`config.mk`:
```
export PLATFORM = sky130hd
export DESIGN_NAME = rtcif_i2c_slave
export DESIGN_NICKNAME = d
export VERILOG_FILES = /design/src/rtcif_pkg.sv /design/src/rtcif_bus_cond.sv /design/src/rtcif_i2c_slave.sv /design/src/rtcif_pin_sync.sv
export VERILOG_INCLUDE_DIRS = /design/src /design/src/src
export SDC_FILE = /design/constraint.sdc
export NUM_CORES = 1
export LEC_CHECK = 0
export ABC_CLOCK_PERIOD_IN_PS = 2000
export BUFFER_PORTS_ARGS = -buffer_cell sky130_fd_sc_hd__buf_2
export CORE_MARGIN = 8
export CORE_UTILIZATION = 40
export DETAILED_ROUTE_END_ITERATION = 8
export SLEW_MARGIN = 20
export SYNTH_ARGS = -nofsm -noshare
export SYNTH_HDL_FRONTEND = slang
export SYNTH_HIERARCHICAL = 1
export SYNTH_SLANG_ARGS = --single-unit
```
`constraint.sdc`:
```
create_clock -name core_clk -period 2 [get_ports core_clk]
set_clock_uncertainty 0.05 [all_clocks]
set_input_delay 0.2 -clock core_clk [delete_from_list [all_inputs] [get_ports core_clk]]
set_output_delay 0.2 -clock core_clk [all_outputs]
set_load 0.1 [all_outputs]
```
`src/rtcif_consts.svh`:
```
/*
 * Constants of the clock/calendar two-wire slave port: bit counts,
 * pointer layout and reset levels.
 * Assumes it is included by its bare name before any use.
 */
`ifndef RTCIF_CONSTS_SVH
`define RTCIF_CONSTS_SVH

// =====================================================================
// link framing
`define RTCIF_ADDR_BITS   7
`define RTCIF_BYTE_BITS   4'h8
`define RTCIF_CNT_W       4
`define RTCIF_DIR_READ    1'b1
`define RTCIF_SYNC_STAGES 3
`define RTCIF_LINE_IDLE   1'b1

// =====================================================================
// register pointer
`define RTCIF_PTR_W       6
`define RTCIF_PTR_RESET   6'h00
`define RTCIF_PTR_TOP     6'h3F
`define RTCIF_PTR_FIRST   6'h00
`define RTCIF_PTR_SECONDS 6'h00

// =====================================================================
// timing: standard-mode ceiling and core clock
`define RTCIF_SCL_MAX_KHZ 100
`define RTCIF_CORE_MHZ    250
`define RTCIF_SCL_MIN_CYC ((`RTCIF_CORE_MHZ * 1000) / `RTCIF_SCL_MAX_KHZ)

`endif

```
`src/rtcif_pkg.sv`:
```
/*
 * Types of the clock/calendar two-wire slave port.
 * Assumes nothing beyond a SystemVerilog compiler.
 */
package rtcif_pkg;

   // =====================================================================
   // protocol states, gray-coded along the usual path
   typedef enum logic [2:0] {
      RTCIF_IDLE   = 3'h0,
      RTCIF_ADDR   = 3'h1,
      RTCIF_AACK   = 3'h3,
      RTCIF_RXBYTE = 3'h2,
      RTCIF_RXACK  = 3'h6,
      RTCIF_TXBYTE = 3'h7,
      RTCIF_TXACK  = 3'h5,
      RTCIF_IGNORE = 3'h4
   } rtcif_state_e;

endpackage
```
`src/rtcif_bus_cond.sv`:
```
/*
 * Clock edges and START/STOP conditions of the two-wire link.
 * Assumes filtered clock and data levels on core_clk.
 */
`timescale 1ns/1ps
`include "rtcif_consts.svh"

module rtcif_bus_cond (
   // clock and reset
   input  wire logic core_clk,
   input  wire logic nrst,
   // filtered line levels
   input  wire logic scl,
   input  wire logic sda,
   // one-cycle events
   output logic      sclRise_ff,
   output logic      sclFall_ff,
   output logic      startSeen_ff,
   output logic      stopSeen_ff
);

   logic sclPrev_ff;
   logic sdaPrev_ff;

   always_ff @(posedge core_clk) begin
      if (!nrst) begin
         sclPrev_ff <= `RTCIF_LINE_IDLE;
         sdaPrev_ff <= `RTCIF_LINE_IDLE;
      end else begin
         sclPrev_ff <= scl;
         sdaPrev_ff <= sda;
      end
   end

   // =====================================================================
   // edges and conditions
   always_ff @(posedge core_clk) begin
      if (!nrst) begin
         sclRise_ff   <= 1'b0;
         sclFall_ff   <= 1'b0;
         startSeen_ff <= 1'b0;
         stopSeen_ff  <= 1'b0;
      end else begin
         sclRise_ff   <= scl & ~sclPrev_ff;
         sclFall_ff   <= ~scl & sclPrev_ff;
         startSeen_ff <= scl & sclPrev_ff & sdaPrev_ff & ~sda;
         stopSeen_ff  <= scl & sclPrev_ff & ~sdaPrev_ff & sda;
      end
   end

endmodule

```
`src/rtcif_i2c_slave.sv`:
```
/*
 * Two-wire slave port of the clock/calendar: address match, acknowledge,
 * register pointer with auto-increment, read and write sequencing.
 * Assumes the rest of the chip returns rdData for regPtr_ff in the same
 * cycle, takes wrData_ff at wrStrobe_ff, copies time into its read
 * buffers at snapStrobe_ff and resets its divider at divReset_ff.
 */
// How it works
// - slave only; master makes clock, START, STOP
// - idle is both lines high
// - data falling while clock high is START
// - data rising while clock high is STOP
// - data changes only while clock low
// - bytes plus ninth acknowledge bit, unlimited count
// - acknowledger holds data low through high phase
// - every byte travels MSB first
// - repeated START handled as fresh START
// - first byte is 7-bit address plus direction
// - matching address is acknowledged
// - first written byte loads the pointer
// - later written bytes stored, acknowledged, pointer advanced
// - reads start at the retained pointer
// - pointer advances after each transmitted byte
// - on no acknowledge, release data high
// - pointer wraps from top back to zero
// - each START refreshes the time read buffers
// - written byte takes effect at its acknowledge
// - seconds write resets the divider chain
`timescale 1ns/1ps
`include "rtcif_consts.svh"

module rtcif_i2c_slave #(
   // arbitrary value, set per product
   parameter logic [`RTCIF_ADDR_BITS-1:0] DEV_ADDR = 7'h2A,
   parameter int                          PTR_W    = `RTCIF_PTR_W
) (
   // clock and reset
   input  wire logic             core_clk,
   input  wire logic             nrst,
   // two-wire pins
   input  wire logic             sclIn,
   input  wire logic             sdaIn,
   output logic                  sdaOut_ff,
   output logic                  sdaOe_ff,
   // register side of the chip
   output logic      [PTR_W-1:0] regPtr_ff,
   input  wire logic [7:0]       rdData,
   output logic      [7:0]       wrData_ff,
   output logic                  wrStrobe_ff,
   // timekeeping side effects
   output logic                  snapStrobe_ff,
   output logic                  divReset_ff
);

   // =====================================================================
   // parameter checks
   if (PTR_W != `RTCIF_PTR_W) begin : g_chk_ptr
      $error("rtcif_i2c_slave: pointer must match the 64-byte space");
   end
   if (`RTCIF_SCL_MIN_CYC < 16) begin : g_chk_rate
      $error("rtcif_i2c_slave: core clock too slow to oversample the link");
   end

   // =====================================================================
   // pointer step with wrap at the top of RAM
   function automatic logic [PTR_W-1:0] ptrStep(input logic [PTR_W-1:0] p);
      if (p == `RTCIF_PTR_TOP) begin
         ptrStep = `RTCIF_PTR_FIRST;
      end else begin
         ptrStep = p + 1'b1;
      end
   endfunction

   // =====================================================================
   // synchronised lines and bus events
   logic [1:0] lineLvl;
   logic       sclLvl;
   logic       sdaLvl;
   logic       sclRise;
   logic       sclFall;
   logic       startSeen;
   logic       stopSeen;

   rtcif_pin_sync #(
      .WIDTH (2)
   ) u_sync (
      .core_clk (core_clk),
      .nrst     (nrst),
      .pinIn    ({sclIn, sdaIn}),
      .level_ff (lineLvl)
   );

   assign sclLvl = lineLvl[1];
   assign sdaLvl = lineLvl[0];

   rtcif_bus_cond u_cond (
      .core_clk     (core_clk),
      .nrst         (nrst),
      .scl          (sclLvl),
      .sda          (sdaLvl),
      .sclRise_ff   (sclRise),
      .sclFall_ff   (sclFall),
      .startSeen_ff (startSeen),
      .stopSeen_ff  (stopSeen)
   );

   // =====================================================================
   // transfer state
   rtcif_pkg::rtcif_state_e     state_ff;
   logic [`RTCIF_CNT_W-1:0]     bitCnt_ff;
   logic [7:0]                  rxShift_ff;
   logic [7:0]                  txShift_ff;
   logic                        readDir_ff;
   logic                        ptrPending_ff;
   logic                        byteDone;
   logic                        addrMatch;

   assign byteDone  = (bitCnt_ff == `RTCIF_BYTE_BITS);
   assign addrMatch = (rxShift_ff[7:1] == DEV_ADDR);

   // =====================================================================
   // state machine; conditions are taken on any state
   always_ff @(posedge core_clk) begin
      if (!nrst) begin
         state_ff <= rtcif_pkg::RTCIF_IDLE;
      end else if (startSeen) begin
         state_ff <= rtcif_pkg::RTCIF_ADDR;
      end else if (stopSeen) begin
         state_ff <= rtcif_pkg::RTCIF_IDLE;
      end else begin
         unique case (state_ff)
            rtcif_pkg::RTCIF_IDLE, rtcif_pkg::RTCIF_IGNORE: begin
               state_ff <= state_ff;
            end
            rtcif_pkg::RTCIF_ADDR: begin
               if (sclFall && byteDone) begin
                  state_ff <= addrMatch ? rtcif_pkg::RTCIF_AACK
                                        : rtcif_pkg::RTCIF_IGNORE;
               end
            end
            rtcif_pkg::RTCIF_AACK: begin
               if (sclFall) begin
                  state_ff <= readDir_ff ? rtcif_pkg::RTCIF_TXBYTE
                                         : rtcif_pkg::RTCIF_RXBYTE;
               end
            end
            rtcif_pkg::RTCIF_RXBYTE: begin
               if (sclFall && byteDone) begin
                  state_ff <= rtcif_pkg::RTCIF_RXACK;
               end
            end
            rtcif_pkg::RTCIF_RXACK: begin
               if (sclFall) begin
                  state_ff <= rtcif_pkg::RTCIF_RXBYTE;
               end
            end
            rtcif_pkg::RTCIF_TXBYTE: begin
               if (sclFall && byteDone) begin
                  state_ff <= rtcif_pkg::RTCIF_TXACK;
               end
            end
            rtcif_pkg::RTCIF_TXACK: begin
               if (sclRise && sdaLvl) begin
                  state_ff <= rtcif_pkg::RTCIF_IGNORE;
               end else if (sclFall) begin
                  state_ff <= rtcif_pkg::RTCIF_TXBYTE;
               end
            end
            default: begin
               state_ff <= rtcif_pkg::RTCIF_IDLE;
            end
         endcase
      end
   end

   // =====================================================================
   // bit counter: one bit per clock pulse
   always_ff @(posedge core_clk) begin
      if (!nrst || startSeen) begin
         bitCnt_ff <= '0;
      end else if (sclFall && byteDone) begin
         bitCnt_ff <= '0;
      end else if (sclRise && (state_ff == rtcif_pkg::RTCIF_ADDR ||
                               state_ff == rtcif_pkg::RTCIF_RXBYTE ||
                               state_ff == rtcif_pkg::RTCIF_TXBYTE)) begin
         bitCnt_ff <= bitCnt_ff + 1'b1;
      end
   end

   // =====================================================================
   // receive shifter, sampled on clock high
   always_ff @(posedge core_clk) begin
      if (!nrst) begin
         rxShift_ff <= '0;
      end else if (sclRise && (state_ff == rtcif_pkg::RTCIF_ADDR ||
                               state_ff == rtcif_pkg::RTCIF_RXBYTE)) begin
         rxShift_ff <= {rxShift_ff[6:0], sdaLvl};
      end
   end

   // =====================================================================
   // direction taken from each address byte; pointer-load flag fresh on every START
   always_ff @(posedge core_clk) begin
      if (!nrst) begin
         readDir_ff    <= 1'b0;
         ptrPending_ff <= 1'b0;
      end else if (startSeen) begin
         ptrPending_ff <= 1'b1;
      end else if (state_ff == rtcif_pkg::RTCIF_ADDR && sclFall && byteDone) begin
         readDir_ff <= (rxShift_ff[0] == `RTCIF_DIR_READ);
      end else if (state_ff == rtcif_pkg::RTCIF_RXBYTE && sclFall && byteDone) begin
         ptrPending_ff <= 1'b0;
      end
   end

   // =====================================================================
   // register pointer, kept across transfers
   always_ff @(posedge core_clk) begin
      if (!nrst) begin
         regPtr_ff <= `RTCIF_PTR_RESET;
      end else if (sclFall && byteDone) begin
         if (state_ff == rtcif_pkg::RTCIF_RXBYTE) begin
            if (ptrPending_ff) begin
               regPtr_ff <= rxShift_ff[PTR_W-1:0];
            end else begin
               regPtr_ff <= ptrStep(regPtr_ff);
            end
         end else if (state_ff == rtcif_pkg::RTCIF_TXBYTE) begin
            regPtr_ff <= ptrStep(regPtr_ff);
         end
      end
   end

   // =====================================================================
   // write strobe as the acknowledge goes out
   always_ff @(posedge core_clk) begin
      if (!nrst) begin
         wrData_ff   <= '0;
         wrStrobe_ff <= 1'b0;
         divReset_ff <= 1'b0;
      end else begin
         wrStrobe_ff <= 1'b0;
         divReset_ff <= 1'b0;
         if (state_ff == rtcif_pkg::RTCIF_RXBYTE && sclFall && byteDone &&
             !ptrPending_ff) begin
            wrData_ff   <= rxShift_ff;
            wrStrobe_ff <= 1'b1;
            divReset_ff <= (regPtr_ff == `RTCIF_PTR_SECONDS);
         end
      end
   end

   // =====================================================================
   // snapshot of running time on every START
   always_ff @(posedge core_clk) begin
      if (!nrst) begin
         snapStrobe_ff <= 1'b0;
      end else begin
         snapStrobe_ff <= startSeen;
      end
   end

   // =====================================================================
   // transmit shifter, loaded from the current pointer
   always_ff @(posedge core_clk) begin
      if (!nrst) begin
         txShift_ff <= '0;
      end else if (sclFall) begin
         if ((state_ff == rtcif_pkg::RTCIF_AACK && readDir_ff) ||
             state_ff == rtcif_pkg::RTCIF_TXACK) begin
            txShift_ff <= rdData;
         end else if (state_ff == rtcif_pkg::RTCIF_TXBYTE && !byteDone) begin
            txShift_ff <= {txShift_ff[6:0], 1'b0};
         end
      end
   end

   // =====================================================================
   // open-drain data driver: only ever pulls low
   always_ff @(posedge core_clk) begin
      sdaOut_ff <= 1'b0;
   end

   always_ff @(posedge core_clk) begin
      if (!nrst || startSeen || stopSeen) begin
         sdaOe_ff <= 1'b0;
      end else if (sclFall) begin
         unique case (state_ff)
            rtcif_pkg::RTCIF_ADDR: begin
               sdaOe_ff <= byteDone && addrMatch;
            end
            rtcif_pkg::RTCIF_RXBYTE: begin
               sdaOe_ff <= byteDone;
            end
            rtcif_pkg::RTCIF_AACK: begin
               sdaOe_ff <= readDir_ff && !rdData[7];
            end
            rtcif_pkg::RTCIF_TXBYTE: begin
               sdaOe_ff <= !byteDone && !txShift_ff[6];
            end
            rtcif_pkg::RTCIF_TXACK: begin
               sdaOe_ff <= !rdData[7];
            end
            rtcif_pkg::RTCIF_IDLE, rtcif_pkg::RTCIF_IGNORE,
            rtcif_pkg::RTCIF_RXACK: begin
               sdaOe_ff <= 1'b0;
            end
            default: begin
               sdaOe_ff <= 1'b0;
            end
         endcase
      end
   end

endmodule

```
`src/rtcif_pin_sync.sv`:
```
/*
 * Three-stage synchroniser with agreement filter for pin inputs.
 * Assumes pins are asynchronous to core_clk; idle level is high.
 */
`timescale 1ns/1ps
`include "rtcif_consts.svh"

module rtcif_pin_sync #(
   parameter int WIDTH = 2
) (
   // clock and reset
   input  wire logic             core_clk,
   input  wire logic             nrst,
   // pins and filtered levels
   input  wire logic [WIDTH-1:0] pinIn,
   output logic      [WIDTH-1:0] level_ff
);

   logic [WIDTH-1:0] stage1_ff;
   logic [WIDTH-1:0] stage2_ff;
   logic [WIDTH-1:0] stage3_ff;

   if (WIDTH < 1) begin : g_chk
      $error("rtcif_pin_sync: WIDTH must be at least 1");
   end

   // =====================================================================
   // chain; stage1 feeds stage2 only
   always_ff @(posedge core_clk) begin
      if (!nrst) begin
         stage1_ff <= {WIDTH{`RTCIF_LINE_IDLE}};
         stage2_ff <= {WIDTH{`RTCIF_LINE_IDLE}};
         stage3_ff <= {WIDTH{`RTCIF_LINE_IDLE}};
      end else begin
         stage1_ff <= pinIn;
         stage2_ff <= stage1_ff;
         stage3_ff <= stage2_ff;
      end
   end

   // =====================================================================
   // a change counts once stages two and three agree
   always_ff @(posedge core_clk) begin
      if (!nrst) begin
         level_ff <= {WIDTH{`RTCIF_LINE_IDLE}};
      end else begin
         for (int i = 0; i < WIDTH; i++) begin
            if (stage2_ff[i] == stage3_ff[i]) begin
               level_ff[i] <= stage3_ff[i];
            end
         end
      end
   end

endmodule

```
Yosys cells after proc, flatten, opt, wreduce, memory -nomap -nowiden:

Cells that the tools add are included.

* register bits after elaboration: 56
* input bits: 12
* output and inout bits: 19

* $add $sub $neg: 2
* eq/ne operators: 26
* reductions and logical operators: 40
* bitwise gates (word level): 14
* muxes and demuxes: 23

Operator list (number)
* $mux 3: 9
* $mux 6: 4
* $pmux 3 s6: 1
* $logic_and 1x1->1: 14
* $mux 7: 2
* $reduce_and 7->1: 2
* $eq 3x3->1 const B: 4
* $ne 4x2->1 const B: 3
* $reduce_and 2->1: 5
* $ne 4x1->1 const B: 2
* $and 1x1->1: 7
* $eq 7x6->1 const B: 1
* $not 1->1: 7
* $add 6x1->6 const B: 1
* $eq 3x2->1 const B: 2
* $eq 6x6->1 const B: 1
* $logic_not 6->1: 1
* $mux 1: 6
* $ne 2x1->1 const B: 3
* $ne 2x2->1 const B: 3
* $pmux 1 s6: 1
* $reduce_bool 2->1: 3
* $reduce_or 3->1: 2
* $logic_not 1->1: 5
* other kinds (10): 16

Depth between registers and ports, before layout:

* depth in word-level cells: 6
* mapped depth: 7

Modules after synthesis:

Netlist, hierarchy kept.

Modules (own cells, without submodules)
* rtcif_i2c_slave: cells an instance 251, area an instance 2229.6 um^2, times used 1, seq. area each 840.8 um^2
* rtcif_pin_sync: cells an instance 20, area an instance 225.2 um^2, times used 1, seq. area each 160.2 um^2
* rtcif_bus_cond: cells an instance 14, area an instance 182.7 um^2, times used 1, seq. area each 120.1 um^2

Worst setup path after synthesis:

No wires, ideal clock.

* path kind: flip-flop to flip-flop
* start: reg regPtr_ff[1]
* end: reg regPtr_ff[3]
* data arrival time: 2.002 ns
* setup slack: -0.169 ns
* stages on the path, launching flop included: 6
* cell sequence: dfxtp_1 > ha_1 > nand3_1 > a211oi_1 > o21ai_0 > o211a_1

* longest elaborated chain between the ends: 4

RTL lines
* from (decl): RTL line rtcif_i2c_slave.sv:46 `output logic [PTR_W-1:0] regPtr_ff,`
* from (signal assigned): RTL line rtcif_i2c_slave.sv:220 `` regPtr_ff <= `RTCIF_PTR_RESET; ``
* from (signal assigned): RTL line rtcif_i2c_slave.sv:224 `regPtr_ff <= rxShift_ff[PTR_W-1:0];`
* from (signal assigned): RTL line rtcif_i2c_slave.sv:226 `regPtr_ff <= ptrStep(regPtr_ff);`
* $add 6x1->6 or $eq 6x6->1 (tied branches)
* $mux 6 (*): RTL line rtcif_i2c_slave.sv:67 `` if (p == `RTCIF_PTR_TOP) begin ``
* $mux 6 (on tied branches): RTL line rtcif_i2c_slave.sv:228, rtcif_i2c_slave.sv:223
* $mux 6 (*): RTL line rtcif_i2c_slave.sv:222 `if (state_ff == rtcif_pkg::RTCIF_RXBYTE) begin`

Every way passes the cells marked *; elsewhere a longest branch is shown, timed or not. The select of a mux whose other input is x is not followed.
A chain may end at the register's enable or synchronous reset.

Final worst setup path:

* start: reg bitCnt_ff[0]
* end: reg wrData_ff[2]

* longest elaborated chain between the ends: 3

RTL lines
* from (decl): RTL line rtcif_i2c_slave.sv:110 `` logic [`RTCIF_CNT_W-1:0] bitCnt_ff; ``
* from (signal assigned): RTL line rtcif_i2c_slave.sv:186 `bitCnt_ff <= bitCnt_ff + 1'b1;`
* $eq 4x4->1 (no source line)
* $logic_and 1x1->1 (2 in a row): RTL line rtcif_i2c_slave.sv:244 `if (state_ff == rtcif_pkg::RTCIF_RXBYTE && sclFall && byteDone &&`
* to (signal assigned): RTL line rtcif_i2c_slave.sv:246 `wrData_ff <= rxShift_ff;`
* to (decl): RTL line rtcif_i2c_slave.sv:48 `output logic [7:0] wrData_ff,`

No other way between the ends.

==> impl_metrics.toml <==
[status]
outcome = "complete, no violations"

[route]
drc = 0
vias = 2156
drt-initial-drc-count = 111
final_antenna_net_count = 0
vias_per_cell = 5.39
wl_per_cell_microns = 14.7
first_pass_iters = 4
routed_wirelength_microns = 5860

[setup_path]
critPathLaunchType = "flop"
end_kind = "flop"
worstSetupPathType = "flop to flop"
cp_max_fo = 9
cp.arrival_ps = 2010
cp.required_ps = 2170

[layout]
drive_gt1_frac = 0.217
nets = 338
final_core_util = 0.480
layout_common_cells = "dfxtp_1 (52), nor2_1 (31), buf_2 (29)"
mostFrequentLayoutCell = "dfxtp_1"
areaGrowthSynthToFinish_pct = 15.6
num_antenna_cells = 0

[placement]
io_buffers = 29
gp_congestion = 0.805
dpl_worst_slack_ps = 92.8
dp_hpwl_microns = 4180

[yosys]
synth_top_area_share = 0.425
syn_nets = 301
synth_edf_count = 0
netlist_instances = 285
syn_area_sq_um = 2640
synth_seq_cells = 56
syn_area_per_cell_sq_um = 9.25
yosysWarnings = 6
yosysSeqAreaShare = 0.425
ys_top_cells_by_area = "dfxtp_1 (43%), mux2i_1 (9.1%), a21oi_1 (4.9%)"
yosysTopAreaCell = "dfxtp_1"
ys.flop_type = "dfxtp_1"
ys_types = 58
async_flop_share = 0

[floorplanning]
die_h_microns = 97.2
die_x_microns = 97.2
fp-row-count = 29
initial_core_util = 0.415
core_area_sq_um = 6350
io_pins = 31
dieArea_sq_um = 9450

[grt]
grt_start_max_net_pins = 19
overflow = 0
grt_pass1_wl_microns = 10200
grt_antenna_before_repair = 0
grtUsageTotal = 0.125
grt_pass1_vias = 2150

[pwr]
power.density_nw_per_um2 = 598
max-vdd-ir-drop_uv = 318
power_leakage_nw = 1.28
finalPower_mw = 1.82

[timing]
setup-tns-final_ps = 0
rsz0062_at_grt = "no"
setup_slack_ps = 154
setup_viol = 0
post-route-period-util = 0.923
slew_viol_final = 0
post-route-min-period_ps = 1850
timing.hold.ws_ps = 98.5
hold_violations = 0
max_freq_ghz = 0.542
max_slew_margin = 0.662
worstMarginPinSlew_ps = 506

[clock_network]
clk_pin_slew_ps = 110
cts_buffer_depth = 2
htree_levels = 2
cts_buffers = 5
root_buffer = "clkbuf_8"
cts_setup_buffers = 0
cts_sinks = 56
insertion_delay_ps = 320
cts_tree = "done"

[flow_run]
max_cap_viol_count = 0

[worst_hold_path]
min_path_type = "primary input to flop"
worst paths after layout:
check                      startpoint                  end  slack (ps)  cells past startpoint
hold / removal              rdData[0]        txShift_ff[0]         100                      3
hold reg to reg   u_sync/stage1_ff[0]  u_sync/stage2_ff[0]         370                      1
setup / recovery         bitCnt_ff[0]         wrData_ff[2]         150                      8
setup reg to reg         bitCnt_ff[0]         wrData_ff[2]         150                      8
critical path, cell delays in order, from the launching register on:
cell,delay [ps]
dfxtp_1,350
inv_1,70
ha_1,170
nand3b_2,210
buf_4,210
nor4_4,190
buf_4,230
mux2i_1,200
nor2_1,60
cell type report:
class	count	area, sq um
tap	77	96.3
sequential	56	1130
fill	604	3300
inverter	12	45.0
clock inverter	3	22.5
multi-input combinational	200	1390
timing repair buffer	47	298
clock buffer	5	68.8
metrics by stage:
step | area, sq um | cells
after global placement | 2940 | 390
after CTS | 3040 | 399
after detailed placement | 2940 | 390
after floorplan | 2640 | 285
after global routing | 3050 | 400
final | 3050 | 400
metal layers:
metal | wire length, microns | global-route usage | vias up | share of wire
met5 | 0 | 0 | - | 0
met4 | 69 | 0.0391 | 0 | 0.012
met3 | 215 | 0.0356 | 5 | 0.037
met2 | 2590 | 0.189 | 26 | 0.44
met1 | 2990 | 0.165 | 1019 | 0.51
li1 | - | - | 1106 | -
flip-flops by register name, indices dropped and copies added, names as in the netlist, 2 cells and up:
register and count:
bitCnt_ff 4, regPtr_ff 6, rxShift_ff 8, state_ff 3, txShift_ff 7, u_sync/level_ff 2, u_sync/stage1_ff 2, u_sync/stage2_ff 2
u_sync/stage3_ff 2, wrData_ff 8
timing repair:
item / in CTS / in global routing
resized for setup: 0 / 1
hold buffers: 1 / 1
endpoints found under the hold margin: 1 / 1
endpoints found under the setup margin: 0 / 7
synth_stat cells, types with 3 or more instances:
master	number
dfxtp_1	56
nor2_1	31
a21oi_1	26
mux2i_1	24
inv_1	12
nand2b_1	12
clkbuf_1	9
nand2_1	9
a311oi_1	8
nand3_1	8
o21ai_0	8
buf_2	5
a211o_1	4
ha_1	4
a211oi_1	3
nor3b_2	3
o211a_1	3
o211ai_1	3
o31ai_1	3
or4_1	3
logic make-up after synthesis:
logic type / after synthesis / share of synthesized area
multiplexers: 24 / 0.0911
XOR/XNOR: 2 / 0.00664
AND/OR/NAND/NOR: 96 / 0.221
adder cells (fa/ha/maj): 4 / 0.0190
buffers and inverters: 29 / 0.0479
AO/OA/AOI/OAI: 73 / 0.188
flip-flops: 56 / 0.425
other: 1 / 0.00142
report_power, final:
part           switching [mW]  leakage (nW)  internal (mW)
clock                   0.397        0.0485          0.252
sequential            0.00214         0.454           1.12
combinational          0.0338         0.773         0.0188
No activity file was read; power rests on OpenSTA's default activity.
